`src/rfs_cfg.svh`:
```
// timing constants and field codes for the regulator fault supervisor
// How it works
// - fault pin released normally, pulled low on any fault or warning
// - every fault type owns a status flag
// - fault-mode input picks latch-off (0) or hiccup (1) for thermal and stb
// - ldo oc/ov/uv/open-load and boost oc/ov/uv flag and pull the pin; ldo oc also clamps
// - hiccup: after shutdown wait 100ms, then retry soft start
// - hiccup retry repeats without limit while the fault stays
// - hiccup flags clear after 80us of uninterrupted normal run
// - latch-off holds converter stopped until supply or enable cycles
// - after latch release, restart only after the blank interval
// - ldo at current limit is clamped, flagged, pin pulled, stays on
// - persisting over-current into thermal shutdown disables both ldos
// - blank window opens on enable and on every recovery
// - stb tested only in blank window, before switches turn on
// - stb arising outside blank window is not detected
// - stb fault stops all switches per mode, pulls pin, flags channel
// - blank window 1ms to 15ms by two-bit select, default 15ms
// - control supply lockout shuts down and reloads otp settings
// - input lockout threshold depends on boost enable; dip forces full start
// - separate software enables for boost, ldo1 and ldo2
// - enable pin low turns all off whatever software enables say
// - boost dither +-10% with 9kHz cycle, on after reset
// - boost soft start lasts 1ms before steady state
// - tracking mode keeps pin high, ldo ov/uv invalid
`ifndef RFS_CFG_SVH
`define RFS_CFG_SVH

`define RFS_CLK_NS      10
`define RFS_TICK_NS     1000
`define RFS_TICK_CYC    (`RFS_TICK_NS / `RFS_CLK_NS)
`define RFS_US_PER_MS   1000
`define RFS_RETRY_MS    100
`define RFS_CLR_US      80
`define RFS_SS_MS       1
`define RFS_BLANK_MS0   1
`define RFS_BLANK_MS1   5
`define RFS_BLANK_MS2   10
`define RFS_BLANK_MS3   15
`define RFS_BLANK_RST   2'h3
`define RFS_DITHER_HZ   9000
`define RFS_DITHER_PCT  10
`define RFS_DITHER_CYC  (1000000000 / `RFS_CLK_NS / \
                         (`RFS_DITHER_HZ * 4 * `RFS_DITHER_PCT))
`define RFS_TMR_W       17

`endif

```
`src/rfs_pkg.sv`:
```
// types shared by the regulator fault supervisor
package rfs_pkg;

    typedef struct packed {
        logic [1:0] ldo_oc;
        logic [1:0] ldo_ov;
        logic [1:0] ldo_uv;
        logic [1:0] ldo_ol;
        logic       bst_oc;
        logic       bst_ov;
        logic       bst_uv;
    } rfs_warn_t;

    typedef struct packed {
        logic       thermal;
        logic [1:0] stb;
        rfs_warn_t  warn;
    } rfs_status_t;

    typedef enum logic [2:0] {
        ST_OFF,
        ST_BLANK,
        ST_SS,
        ST_RUN,
        ST_RETRY,
        ST_LATCH
    } rfs_state_t;

endpackage

```
`src/rfs_supervisor.sv`:
```
// fault supervision and protection sequencing for a dual ldo with boost
`timescale 1ns/1ps
`default_nettype none
`include "rfs_cfg.svh"
module rfs_supervisor #(
    parameter int RETRY_US  = `RFS_RETRY_MS * `RFS_US_PER_MS,
    parameter int SS_US     = `RFS_SS_MS * `RFS_US_PER_MS,
    parameter int US_PER_MS = `RFS_US_PER_MS,
    parameter int TICK_CYC  = `RFS_TICK_CYC
) (
    input  wire logic               clk_sys_i,
    input  wire logic               rst_b_i,
    input  wire logic               en_pin_i,
    input  wire logic               vin_ok_i,
    input  wire logic               vcc_ok_i,
    input  wire logic               thermal_i,
    input  wire logic [1:0]         short_to_battery_i,
    input  wire rfs_pkg::rfs_warn_t warn_i,
    input  wire logic               dev_en_sw_i,
    input  wire logic               boost_en_sw_i,
    input  wire logic               ldo1_en_sw_i,
    input  wire logic               ldo2_en_sw_i,
    input  wire logic               fault_mode_i,
    input  wire logic [1:0]         blank_sel_i,
    input  wire logic               dither_en_i,
    input  wire logic               tracking_en_i,
    output logic                    fault_out_n_o,
    output logic                    fault_out_n_oe_o,
    output rfs_pkg::rfs_status_t    status_o,
    output logic                    boost_on_o,
    output logic                    boost_steady_o,
    output logic                    ldo1_on_o,
    output logic                    ldo2_on_o,
    output logic [1:0]              ldo_ilim_o,
    output logic                    blank_o,
    output logic                    otp_reload_o,
    output logic                    vin_thr_boost_o,
    output logic signed [4:0]       dither_pct_o
);
    localparam int TW = `RFS_TMR_W;
    localparam int SYNC_W = 6 + $bits(rfs_pkg::rfs_warn_t);
    localparam int DITH_CYC = `RFS_DITHER_CYC;

    logic [SYNC_W-1:0]   sync_q;
    logic                en_s;
    logic                vin_s;
    logic                vcc_s;
    logic                therm_s;
    logic [1:0]          stb_s;
    rfs_pkg::rfs_warn_t  warn_s;
    rfs_pkg::rfs_state_t st;
    rfs_pkg::rfs_state_t next_st;
    logic [TW-1:0]       tmr;
    logic [TW-1:0]       blank_len;
    logic [7:0]          div;
    logic                tick;
    logic                vcc_d;
    logic                go;
    logic                prot_fault;
    logic                done_blank;
    logic                done_ss;
    logic                done_retry;
    logic                clr_hit;
    logic                fault_any;
    logic [8:0]          dith_div;
    logic                dith_up;
    rfs_pkg::rfs_warn_t  warn_eff;

    rfs_sync3 #(.W(SYNC_W)) u_sync (
        .clk_sys_i (clk_sys_i),
        .rst_b_i   (rst_b_i),
        .d_i       ({en_pin_i, vin_ok_i, vcc_ok_i, thermal_i,
                     short_to_battery_i, warn_i}),
        .q_o       (sync_q)
    );

    assign {en_s, vin_s, vcc_s, therm_s, stb_s, warn_s} = sync_q;

    always_ff @(posedge clk_sys_i or negedge rst_b_i) begin
        if (!rst_b_i) begin
            div  <= 8'h00;
            tick <= 1'b0;
        end else if (div == 8'(TICK_CYC - 1)) begin
            div  <= 8'h00;
            tick <= 1'b1;
        end else begin
            div  <= div + 8'h01;
            tick <= 1'b0;
        end
    end

    always_comb begin
        case (blank_sel_i)
            2'h0:    blank_len = TW'(`RFS_BLANK_MS0 * US_PER_MS);
            2'h1:    blank_len = TW'(`RFS_BLANK_MS1 * US_PER_MS);
            2'h2:    blank_len = TW'(`RFS_BLANK_MS2 * US_PER_MS);
            default: blank_len = TW'(`RFS_BLANK_MS3 * US_PER_MS);
        endcase
    end

    assign go = en_s && vin_s && vcc_s && dev_en_sw_i;
    assign prot_fault = therm_s || (st == rfs_pkg::ST_BLANK && |stb_s);
    assign done_blank = tick && tmr >= blank_len - TW'(1);
    assign done_ss    = tick && tmr >= TW'(SS_US - 1);
    assign done_retry = tick && tmr >= TW'(RETRY_US - 1);
    assign clr_hit    = tick && tmr == TW'(`RFS_CLR_US - 1);

    always_comb begin
        next_st = st;
        case (st)
            rfs_pkg::ST_OFF: begin
                if (go) next_st = rfs_pkg::ST_BLANK;
            end
            rfs_pkg::ST_BLANK, rfs_pkg::ST_SS, rfs_pkg::ST_RUN: begin
                if (prot_fault) begin
                    next_st = fault_mode_i ? rfs_pkg::ST_RETRY
                                           : rfs_pkg::ST_LATCH;
                end else if (st == rfs_pkg::ST_BLANK && done_blank) begin
                    next_st = rfs_pkg::ST_SS;
                end else if (st == rfs_pkg::ST_SS && done_ss) begin
                    next_st = rfs_pkg::ST_RUN;
                end
            end
            rfs_pkg::ST_RETRY: begin
                if (done_retry) next_st = rfs_pkg::ST_BLANK;
            end
            rfs_pkg::ST_LATCH: begin
                // held until supply or enable drops
                next_st = rfs_pkg::ST_LATCH;
            end
            default: next_st = rfs_pkg::ST_OFF;
        endcase
        if (!go) next_st = rfs_pkg::ST_OFF;
    end

    always_ff @(posedge clk_sys_i or negedge rst_b_i) begin
        if (!rst_b_i) begin
            st <= rfs_pkg::ST_OFF;
        end else begin
            st <= next_st;
        end
    end

    // timer restarts on every state entry
    always_ff @(posedge clk_sys_i or negedge rst_b_i) begin
        if (!rst_b_i) begin
            tmr <= '0;
        end else if (next_st != st) begin
            tmr <= '0;
        end else if (tick && tmr != '1) begin
            tmr <= tmr + TW'(1);
        end
    end

    always_comb begin
        warn_eff = warn_s;
        if (tracking_en_i) begin
            warn_eff.ldo_ov = 2'h0;
            warn_eff.ldo_uv = 2'h0;
        end
    end

    // sticky protection flags; a new event beats the clear
    // one process owns the whole status word, so no field has two writers
    always_ff @(posedge clk_sys_i or negedge rst_b_i) begin
        if (!rst_b_i) begin
            status_o <= '0;
        end else begin
            status_o.warn <= warn_eff;
            if (!vcc_s || (st == rfs_pkg::ST_RUN && clr_hit)) begin
                status_o.thermal <= 1'b0;
                status_o.stb     <= 2'h0;
            end
            if (therm_s && st != rfs_pkg::ST_OFF) begin
                status_o.thermal <= 1'b1;
            end
            if (st == rfs_pkg::ST_BLANK) begin
                // vcc loss drops old bits, a fresh short still lands
                status_o.stb <= (vcc_s ? status_o.stb : 2'h0) | stb_s;
            end
        end
    end

    assign fault_any = |status_o;

    // open drain, driven only to pull low
    always_ff @(posedge clk_sys_i or negedge rst_b_i) begin
        if (!rst_b_i) begin
            fault_out_n_o    <= 1'b0;
            fault_out_n_oe_o <= 1'b0;
        end else begin
            fault_out_n_o    <= 1'b0;
            fault_out_n_oe_o <= fault_any && !tracking_en_i;
        end
    end

    // switch enables only in normal states
    always_ff @(posedge clk_sys_i or negedge rst_b_i) begin
        if (!rst_b_i) begin
            boost_on_o     <= 1'b0;
            boost_steady_o <= 1'b0;
            ldo1_on_o      <= 1'b0;
            ldo2_on_o      <= 1'b0;
            blank_o        <= 1'b0;
        end else begin
            boost_on_o     <= boost_en_sw_i && (next_st == rfs_pkg::ST_SS ||
                                                next_st == rfs_pkg::ST_RUN);
            boost_steady_o <= boost_en_sw_i && next_st == rfs_pkg::ST_RUN;
            ldo1_on_o      <= ldo1_en_sw_i && next_st == rfs_pkg::ST_RUN;
            ldo2_on_o      <= ldo2_en_sw_i && next_st == rfs_pkg::ST_RUN;
            // window on each start and recovery
            blank_o        <= next_st == rfs_pkg::ST_BLANK;
        end
    end

    // clamp request; output itself stays enabled
    always_ff @(posedge clk_sys_i or negedge rst_b_i) begin
        if (!rst_b_i) begin
            ldo_ilim_o <= 2'h0;
        end else begin
            ldo_ilim_o <= warn_s.ldo_oc;
        end
    end

    // reload pulse on control supply loss
    always_ff @(posedge clk_sys_i or negedge rst_b_i) begin
        if (!rst_b_i) begin
            vcc_d        <= 1'b0;
            otp_reload_o <= 1'b0;
        end else begin
            vcc_d        <= vcc_s;
            otp_reload_o <= vcc_d && !vcc_s;
        end
    end

    always_ff @(posedge clk_sys_i or negedge rst_b_i) begin
        if (!rst_b_i) begin
            vin_thr_boost_o <= 1'b0;
        end else begin
            vin_thr_boost_o <= boost_en_sw_i;
        end
    end

    // triangle in whole percent; 4*pct steps make one 9kHz cycle
    always_ff @(posedge clk_sys_i or negedge rst_b_i) begin
        if (!rst_b_i) begin
            dith_div     <= 9'h000;
            dith_up      <= 1'b1;
            dither_pct_o <= 5'sh00;
        end else if (!dither_en_i || !boost_on_o) begin
            dith_div     <= 9'h000;
            dith_up      <= 1'b1;
            dither_pct_o <= 5'sh00;
        end else if (dith_div == 9'(DITH_CYC - 1)) begin
            dith_div <= 9'h000;
            if (dith_up) begin
                dither_pct_o <= dither_pct_o + 5'sh01;
                if (dither_pct_o == 5'(`RFS_DITHER_PCT - 1)) dith_up <= 1'b0;
            end else begin
                dither_pct_o <= dither_pct_o - 5'sh01;
                if (dither_pct_o == 5'(1 - `RFS_DITHER_PCT)) dith_up <= 1'b1;
            end
        end else begin
            dith_div <= dith_div + 9'h001;
        end
    end
endmodule
`default_nettype wire

```
`src/rfs_sync3.sv`:
```
// three-stage synchroniser; output moves when stages two and three agree
`timescale 1ns/1ps
`default_nettype none
module rfs_sync3 #(
    parameter int W = 1
) (
    input  wire logic         clk_sys_i,
    input  wire logic         rst_b_i,
    input  wire logic [W-1:0] d_i,
    output logic      [W-1:0] q_o
);
    logic [W-1:0] s1;
    logic [W-1:0] s2;
    logic [W-1:0] s3;

    always_ff @(posedge clk_sys_i or negedge rst_b_i) begin
        if (!rst_b_i) begin
            s1 <= '0;
            s2 <= '0;
            s3 <= '0;
        end else begin
            s1 <= d_i;
            s2 <= s1;
            s3 <= s2;
        end
    end

    // per bit: take a new level only once two stages agree
    always_ff @(posedge clk_sys_i or negedge rst_b_i) begin
        if (!rst_b_i) begin
            q_o <= '0;
        end else begin
            for (int i = 0; i < W; i++) begin
                if (s2[i] == s3[i]) begin
                    q_o[i] <= s3[i];
                end
            end
        end
    end
endmodule
`default_nettype wire

```
`config.mk`:
```
export PLATFORM = sky130hd
export DESIGN_NAME = rfs_supervisor
export DESIGN_NICKNAME = d
export VERILOG_FILES = /design/src/rfs_pkg.sv /design/src/rfs_supervisor.sv /design/src/rfs_sync3.sv
export VERILOG_INCLUDE_DIRS = /design/src
export SDC_FILE = /design/constraint.sdc
export NUM_CORES = 1
export LEC_CHECK = 0
export BUFFER_PORTS_ARGS = -buffer_cell sky130_fd_sc_hd__buf_4
export CAP_MARGIN = 15
export CORE_MARGIN = 1
export CORE_UTILIZATION = 37
export CTS_CLUSTER_DIAMETER = 60
export DETAILED_ROUTE_END_ITERATION = 7
export GPL_ROUTABILITY_DRIVEN = 0
export GPL_TIMING_DRIVEN = 0
export PLACE_DENSITY = 0.55
export SKIP_CTS_REPAIR_TIMING = 1
export SLEW_MARGIN = 20
export SYNTH_ARGS = -nofsm -noshare
export SYNTH_HDL_FRONTEND = slang
export SYNTH_SLANG_ARGS = --single-unit
```
`constraint.sdc`:
```
create_clock -name clk_sys_i -period 3.7 [get_ports clk_sys_i]
set_clock_uncertainty 0.05 [all_clocks]
set_input_delay 0.74 -clock clk_sys_i [delete_from_list [all_inputs] [get_ports clk_sys_i]]
set_output_delay 0.74 -clock clk_sys_i [all_outputs]
set_load 0.01 [all_outputs]
```
==> results.sh, run 1 <==
export IMPL_outcome="finished clean"
export IMPL_use_met3_pct=4.133
export IMPL_r2r_end="tmr[15]"
export IMPL_slew_violations=0
export IMPL_use_met2_pct=24.85
export IMPL_clock_latency_ps=410
export IMPL_ioPinCount=58
export IMPL_vias=3900
export IMPL_grt_max_degree=73
export IMPL_port_buffers=56
export IMPL_rsz0062_at_grt="false"
export IMPL_max_stage_delay_ps=520
export IMPL_syn_instance_count=485
export IMPL_gr_total_overflow=0
export IMPL_cts_max_level=4
export IMPL_start_util_pct=37.95
export IMPL_r2r_start="tmr[5]"
export IMPL_setup_violations=0
export IMPL_synth_area_um2=5769
export IMPL_yosysTopAreaCell="dfrtp_1"
export IMPL_num_rows=45
export IMPL_cts_tree="built"
export IMPL_place_area_um2=6464
export IMPL_drtIter0Drc=165
export IMPL_hold_path_class="primary input to asynchronous set/reset pin"
export IMPL_final_min_clock_period_ps=3265
export IMPL_die_area_um2=16100
export IMPL_fin_util_pct=46.45
export IMPL_worst_pin_slew_ps=1008
export IMPL_place_inst=731
export IMPL_ff2ff_path_depth=14
export IMPL_viasPerCell=5.111
export IMPL_clk_path_buf_depth=2
export IMPL_numCtsBuffers=17
export IMPL_grtUsageTotal_pct=15.75
export IMPL_core_area_um2=15200
export IMPL_die_h_um=126.9
export IMPL_crit_type="register to register"
export IMPL_antenna_cells=0
export IMPL_ys_types=57
export IMPL_setup_tns_final_ps=0
export IMPL_grt_pass1_vias=4040
export IMPL_synthTopCellsByArea="dfrtp_1 (58%), ha_1 (4.1%), mux2i_1 (3.5%)"
export IMPL_synth_seq_cells=135
export IMPL_busiest_layer="met2"
export IMPL_final_layout_size_suffix_gt1_share_pct=17.91
export IMPL_die_w_um=126.9
export IMPL_fmax_mhz=306.3
export IMPL_yosys_warnings=0
export IMPL_critPathCaptureType="register"
export IMPL_min_period_over_period_pct=88.25
export IMPL_drc=0
export IMPL_clkSinkCount=135
export IMPL_grt_use_met1_pct=20.65
export IMPL_cap_violations=0
export IMPL_avgSynthCellArea_um2=11.90
export IMPL_vdd_drop_max_uv=393.5
export IMPL_wl_per_cell_um=15.13
export IMPL_synth_edff_count=0
export IMPL_drt_first_pass_iters=4
export IMPL_critPathArrivalTime_ps=3550
export IMPL_worst_path_max_delay_cell="nor3_1"
export IMPL_grt_pass1_wl_um=19560
export IMPL_async_flop_share_pct=100.0
export IMPL_area_growth_pct=22.40
export IMPL_p_per_area_nw_per_um2=490.2
export IMPL_n_fill_cell=1417
export IMPL_crit_top_cell="clkbuf_1"
export IMPL_ys_flop_type="dfrtp_1"
export IMPL_ys_seq_area_share_pct=58.58
export IMPL_antenna_found_initial=0
export IMPL_final_cells=763
export IMPL_dp_hpwl_um=8094
export IMPL_r2r_setup_slack_ps=430
export IMPL_drtAntennaViolNets=0
export IMPL_stdcell_area_um2=7062
export IMPL_relSlewSlack_pct=32.34
export IMPL_fin_nets=610
export IMPL_cp_required_ps=3990
export IMPL_drt_total_wl_um=11540
export IMPL_synth_top_area_share_pct=58.12
export IMPL_crit_fanout=8
export IMPL_hold_viol_final=0
export IMPL_critical_path_cell_chain="clkbuf_1, and4_1, and2_1, clkbuf_1, nand4_1, nor2_1, ha_1, nand2b_1, clkbuf_1, nor3_1, nand4_1, xnor2_1, o211ai_1, mux2i_1"
export IMPL_p_leak_nw=3.230
export IMPL_cp_start_kind="register"
export IMPL_clockRootBuffer="clkbuf_16"
export IMPL_clkTransAtPathRegs_ps=60
[worst max-delay path, delay by kind of cell (launching register included)]
kind	cells	cell delay, ps
AOI/OAI and AO/OA	1	120
xor gates and xnor gates	1	230
adders and majority gates	1	190
buffers and inverters	3	580
DFF	1	400
muxes	1	150
and+or+nand+nor	7	1460
[stage by stage]
step | power (mW) | setup slack (ps) | hold slack (ps)
finish | 3.462 | 434.8 | 211.4
global route | 3.599 | 177.3 | 240.8
CTS | 3.508 | 453.5 | 232.5
detailed placement | 1.795 | 271.3 | 285.6
global placement | 1.784 | 301.3 | 281.3
floorplan | 1.680 | 878.7 | 281.2
[flip-flops by register name, indices dropped and copies added (netlist names), 2 cells and up]
signal and count:
u_sync.s1 17, u_sync.q_o 17, tmr 17, status_o 12
div 8, dith_div 9, u_sync.s3 17, ldo_ilim_o 2
st 3, u_sync.s2 17, dither_pct_o 5
[worst max-delay path by stage]
stage / startpoint / to / slack [ps] / cells past startpoint
global route: tmr[5] / tmr[11] / 180 / 14
finish: tmr[5] / tmr[15] / 430 / 14
detailed placement: blank_sel_i[0] / tmr[1] / 270 / 12
floorplan: blank_sel_i[1] / tmr[10] / 880 / 11
global placement: blank_sel_i[1] / tmr[7] / 300 / 12
CTS: tmr[5] / tmr[15] / 450 / 14
[synthesized netlist by cell type (2+ instances only)]
cell / instances
ha_1: 19
and4_1: 3
or4_1: 2
nand2_1: 29
buf_2: 2
mux2i_1: 20
xnor2_1: 16
and2_1: 4
nand2b_1: 8
o21ai_0: 13
buf_6: 2
a22o_1: 2
o211ai_1: 7
nor3b_1: 4
nor4_1: 7
buf_4: 3
maj3_1: 17
and3_1: 7
nand3_1: 14
a211o_1: 2
nor2b_1: 8
xor2_1: 16
inv_1: 19
nor2_1: 39
or2b_1: 3
a21oi_1: 7
nand4_1: 12
clkbuf_1: 11
dfrtp_1: 134
a21o_1: 5
nor3_1: 14
a211oi_1: 3
o2111ai_1: 8
nand4b_1: 2
[layer usage]
layer | share of wire, % | up-vias | wire (µm)
met5 | 0 | - | 0
met4 | 1.6 | 0 | 184
met3 | 4.3 | 20 | 493
met2 | 47 | 77 | 5374
met1 | 48 | 1934 | 5488
li1 | - | 1869 | -
[area by class of cell]
class | instances | area [µm²] | area share, %
plain buffers | 19 | 111.4 | 1.577
clock buffers | 20 | 446.7 | 6.325
clock inverters | 12 | 151.4 | 2.144
inverters | 19 | 71.32 | 1.010
multi-input cells | 313 | 2211 | 31.31
flip-flops and latches | 135 | 3379 | 47.86
well taps | 188 | 235.2 | 3.331
repair buffers | 57 | 455.4 | 6.449
[layout by cell type, fill, tap and decap left out, types with 16 or more instances in the layout]
cell       count
buf_4         58
xnor2_1       16
xor2_1        16
dfrtp_1      134
mux2i_1       20
ha_1          19
maj3_1        17
inv_1         19
clkbuf_16     17
nor2_1        39
nand2_1       29
[where the power goes]
part           switching (mW)  internal, mW
registers              0.0425          1.54
clock network           0.622          1.08
logic                  0.0912        0.0863
[kinds of logic after synthesis]
group	after synthesis	synth area share (%)
buffers and inverters	38	3.166
DFF	135	58.58
xor gates and xnor gates	32	4.858
other	1	0.06500
and+or+nand+nor	162	14.68
adders and majority gates	37	7.417
muxes	20	3.470
AOI/OAI and AO/OA	60	7.765
Note: power is estimated with default switching activity, not from simulation.
==> run 2: changes to the inputs <==
PLACE_DENSITY = 0.56   (was 0.55)
SYNTH_HIERARCHICAL = 1   (was not set)
==> run 2 against run 1 <==
- routed wire length decreased by 13%
- die area decreased by 6.6%
- maximum frequency increased by 7.3%
- critical path type is now primary input to register
- final cell count decreased by 6.8%
- cell area decreased by 5.7%
- combinational power decreased by 10%
- worst setup slack improved by 220 ps
- register-to-register slack improved by 330 ps
- utilization increased by 0.96 points
- count of clock-buffer cells in the layout decreased by 2
- global-route usage decreased by 0.51 points
==> results.sh, run 2 <==
export IMPL_outcome="finished clean"
export IMPL_switchingPower_uw=764.2
export IMPL_synth_top_area_share_pct=62.28
export IMPL_clkTransAtPathRegs_ps=60
export IMPL_ys_flop_type="dfrtp_1"
export IMPL_clockRootBuffer="clkbuf_16"
export IMPL_final_layout_size_suffix_gt1_share_pct=21.85
export IMPL_synthTopCellsByArea="dfrtp_1 (62%), ha_1 (4.4%), maj3_2 (3.6%)"
export IMPL_hold_path_class="primary input to asynchronous set/reset pin"
export IMPL_clock_latency_ps=410
export IMPL_ys_seq_area_share_pct=62.77
export IMPL_stdcell_area_um2=6658
export IMPL_gr_total_overflow=0
export IMPL_clkSinkCount=135
export IMPL_crit_type="primary input to register"
export IMPL_die_area_um2=15040
export IMPL_area_growth_pct=23.66
export IMPL_vdd_drop_max_uv=362.6
export IMPL_grt_pass1_wl_um=17350
export IMPL_numCtsBuffers=17
export IMPL_ys_types=52
export IMPL_clkPwrFrac_pct=48.8
export IMPL_drtIter0Drc=195
export IMPL_critPathArrivalTime_ps=3270
export IMPL_mostFrequentLayoutCells="dfrtp_1 (134), buf_4 (59), nor2_1 (33), nand2_1 (29), nand3_1 (25)"
export IMPL_final_min_clock_period_ps=3043
export IMPL_crit_fanout=10
export IMPL_power_frac_comb_pct=4.7
export IMPL_dp_hpwl_um=6868
export IMPL_viasPerCell=5.044
export IMPL_fmax_mhz=328.6
export IMPL_critPathCaptureType="register"
export IMPL_port_buffers=56
export IMPL_async_flop_share_pct=100.0
export IMPL_antenna_cells=0
export IMPL_synth_common_cells="dfrtp_1 (134), nor2_1 (33), nand2_1 (29)"
export IMPL_fin_nets=566
export IMPL_die_h_um=122.6
export IMPL_yosysMostFrequentCell="dfrtp_1"
export IMPL_worst_path_max_delay_cell="or4_4"
export IMPL_slew_violations=0
export IMPL_crit_family="compound AO/OA/AOI/OAI gates"
export IMPL_place_inst=679
export IMPL_crit_buf_inv=4
export IMPL_syn_instance_count=441
export IMPL_dpl_worst_slack_ps=236.1
export IMPL_yosysTopAreaCell="dfrtp_1"
export IMPL_max_stage_delay_ps=580
export IMPL_rsz0062_at_grt="false"
export IMPL_yosys_warnings=6
export IMPL_drc=0
export IMPL_num_rows=43
export IMPL_antenna_found_initial=0
export IMPL_min_period_over_period_pct=82.25
export IMPL_total_power_mw=3.400
export IMPL_worst_pin_slew_ps=725.7
export IMPL_final_common_cell="dfrtp_1"
export IMPL_drtAntennaViolNets=0
export IMPL_fin_ws_ps=656.9
export IMPL_die_w_um=122.6
export IMPL_final_cells=711
export IMPL_avgSynthCellArea_um2=12.21
export IMPL_grtUsageTotal_pct=15.24
export IMPL_cts_max_level=4
export IMPL_synth_edff_count=0
export IMPL_cts_tree="built"
export IMPL_power_frac_seq_pct=46.5
export IMPL_place_area_um2=6068
export IMPL_drt_total_wl_um=10070
export IMPL_drt_first_pass_iters=4
export IMPL_p_leak_nw=2.950
export IMPL_core_area_um2=14040
export IMPL_wl_per_cell_um=14.16
export IMPL_critical_path_cell_chain="buf_4, inv_1, nor2_1, inv_1, ha_1, a21oi_1, a2bb2oi_1, a21oi_1, or4_4, a211oi_4, buf_4, nor3_1"
export IMPL_synth_area_um2=5384
export IMPL_switching_share_pct=22.47
export IMPL_ioPinCount=58
export IMPL_clk_path_buf_depth=2
export IMPL_start_util_pct=38.34
export IMPL_grt_pass1_vias=3510
export IMPL_relSlewSlack_pct=51.62
export IMPL_cp_required_ps=3930
export IMPL_cp_start_kind="primary input"
export IMPL_setup_violations=0
export IMPL_synth_seq_cells=135
export IMPL_grt_max_degree=103
export IMPL_hold_viol_final=0
export IMPL_cap_violations=0
export IMPL_vias=3586
export IMPL_setup_tns_final_ps=0
export IMPL_p_per_area_nw_per_um2=510.7
export IMPL_power_internal_mw=2.636
## run 2: changes by cell type in the layout (fill, tap and decap cells not counted), sizes merged, moves of 7 or more
| cell | before | now |
|---|---|---|
| mux2i | 20 | 1 |
| nand3 | 14 | 25 |
| clkbuf | 31 | 22 |
| nor3 | 14 | 23 |
| a21oi | 7 | 15 |
| nand2b | 8 | 1 |
| nand4 | 12 | 5 |
| o2111ai | 8 | 1 |
## run 2: kinds of logic after synthesis
kind of cell               share of synthesized area (%)
DFF                                                62.77
muxes                                             0.1859
and+or+nand+nor                                    14.99
adders and majority gates                          8.343
buffers and inverters                              1.952
AOI/OAI and AO/OA                                  7.135
xor gates and xnor gates                           4.555
other                                            0.06965
## run 2: final cells by class
type / count / area (µm²)
Fill cell: 1224 / 7385
Sequential cell: 135 / 3379
Multi-Input combinational cell: 283 / 1903
Timing Repair Buffer: 57 / 455.4
Clock buffer: 18 / 439.2
Tap cell: 180 / 225.2
Clock inverter: 14 / 150.1
Inverter: 16 / 60.06
Buffer: 8 / 45.04
## run 2: power groups by stage
stage | clock network, mW | registers [mW] | logic [mW]
6_report | 1.66 | 1.58 | 0.160
5_1_grt | 1.77 | 1.59 | 0.179
4_1_cts | 1.71 | 1.58 | 0.164
3_5_place_dp | 0 | 1.61 | 0.164
3_3_place_gp | 0 | 1.61 | 0.157
2_1_floorplan | 0 | 1.60 | 0.0601
## run 2: path summary, 6_finish.rpt
kind                                 from             to  slack, ps  cells after the start
setup reg to reg                   tmr[5]        tmr[10]        760                     12
max in group asynchronous         rst_b_i  ldo_ilim_o[0]       2710                      2
hold reg to reg             u_sync/s1[12]  u_sync/s2[12]        290                      0
hold / removal                    rst_b_i   u_sync/s3[4]        130                      1
setup / recovery           blank_sel_i[1]        tmr[15]        660                     12
min in group clk_sys_i      u_sync/s1[12]  u_sync/s2[12]        290                      0
## run 2: metal layers
metal  up-vias  routed length (µm)  share of wire, %  track usage (%)
li1       1721                   -                 -                -
met2       112                4498                45            21.95
met1      1737                4788                48            20.74
met3        16                 555               5.5            4.554
met5         -                   0                 0                0
met4         0                 224               2.2            7.774
## run 2: metrics by stage
stage          hold WS (ps)  utilization (%)
2_1_floorplan         281.2                -
3_3_place_gp          281.5            42.97
3_5_place_dp          284.7            43.21
4_1_cts               119.3            47.41
5_1_grt               132.6            47.41
6_report              129.9            47.41
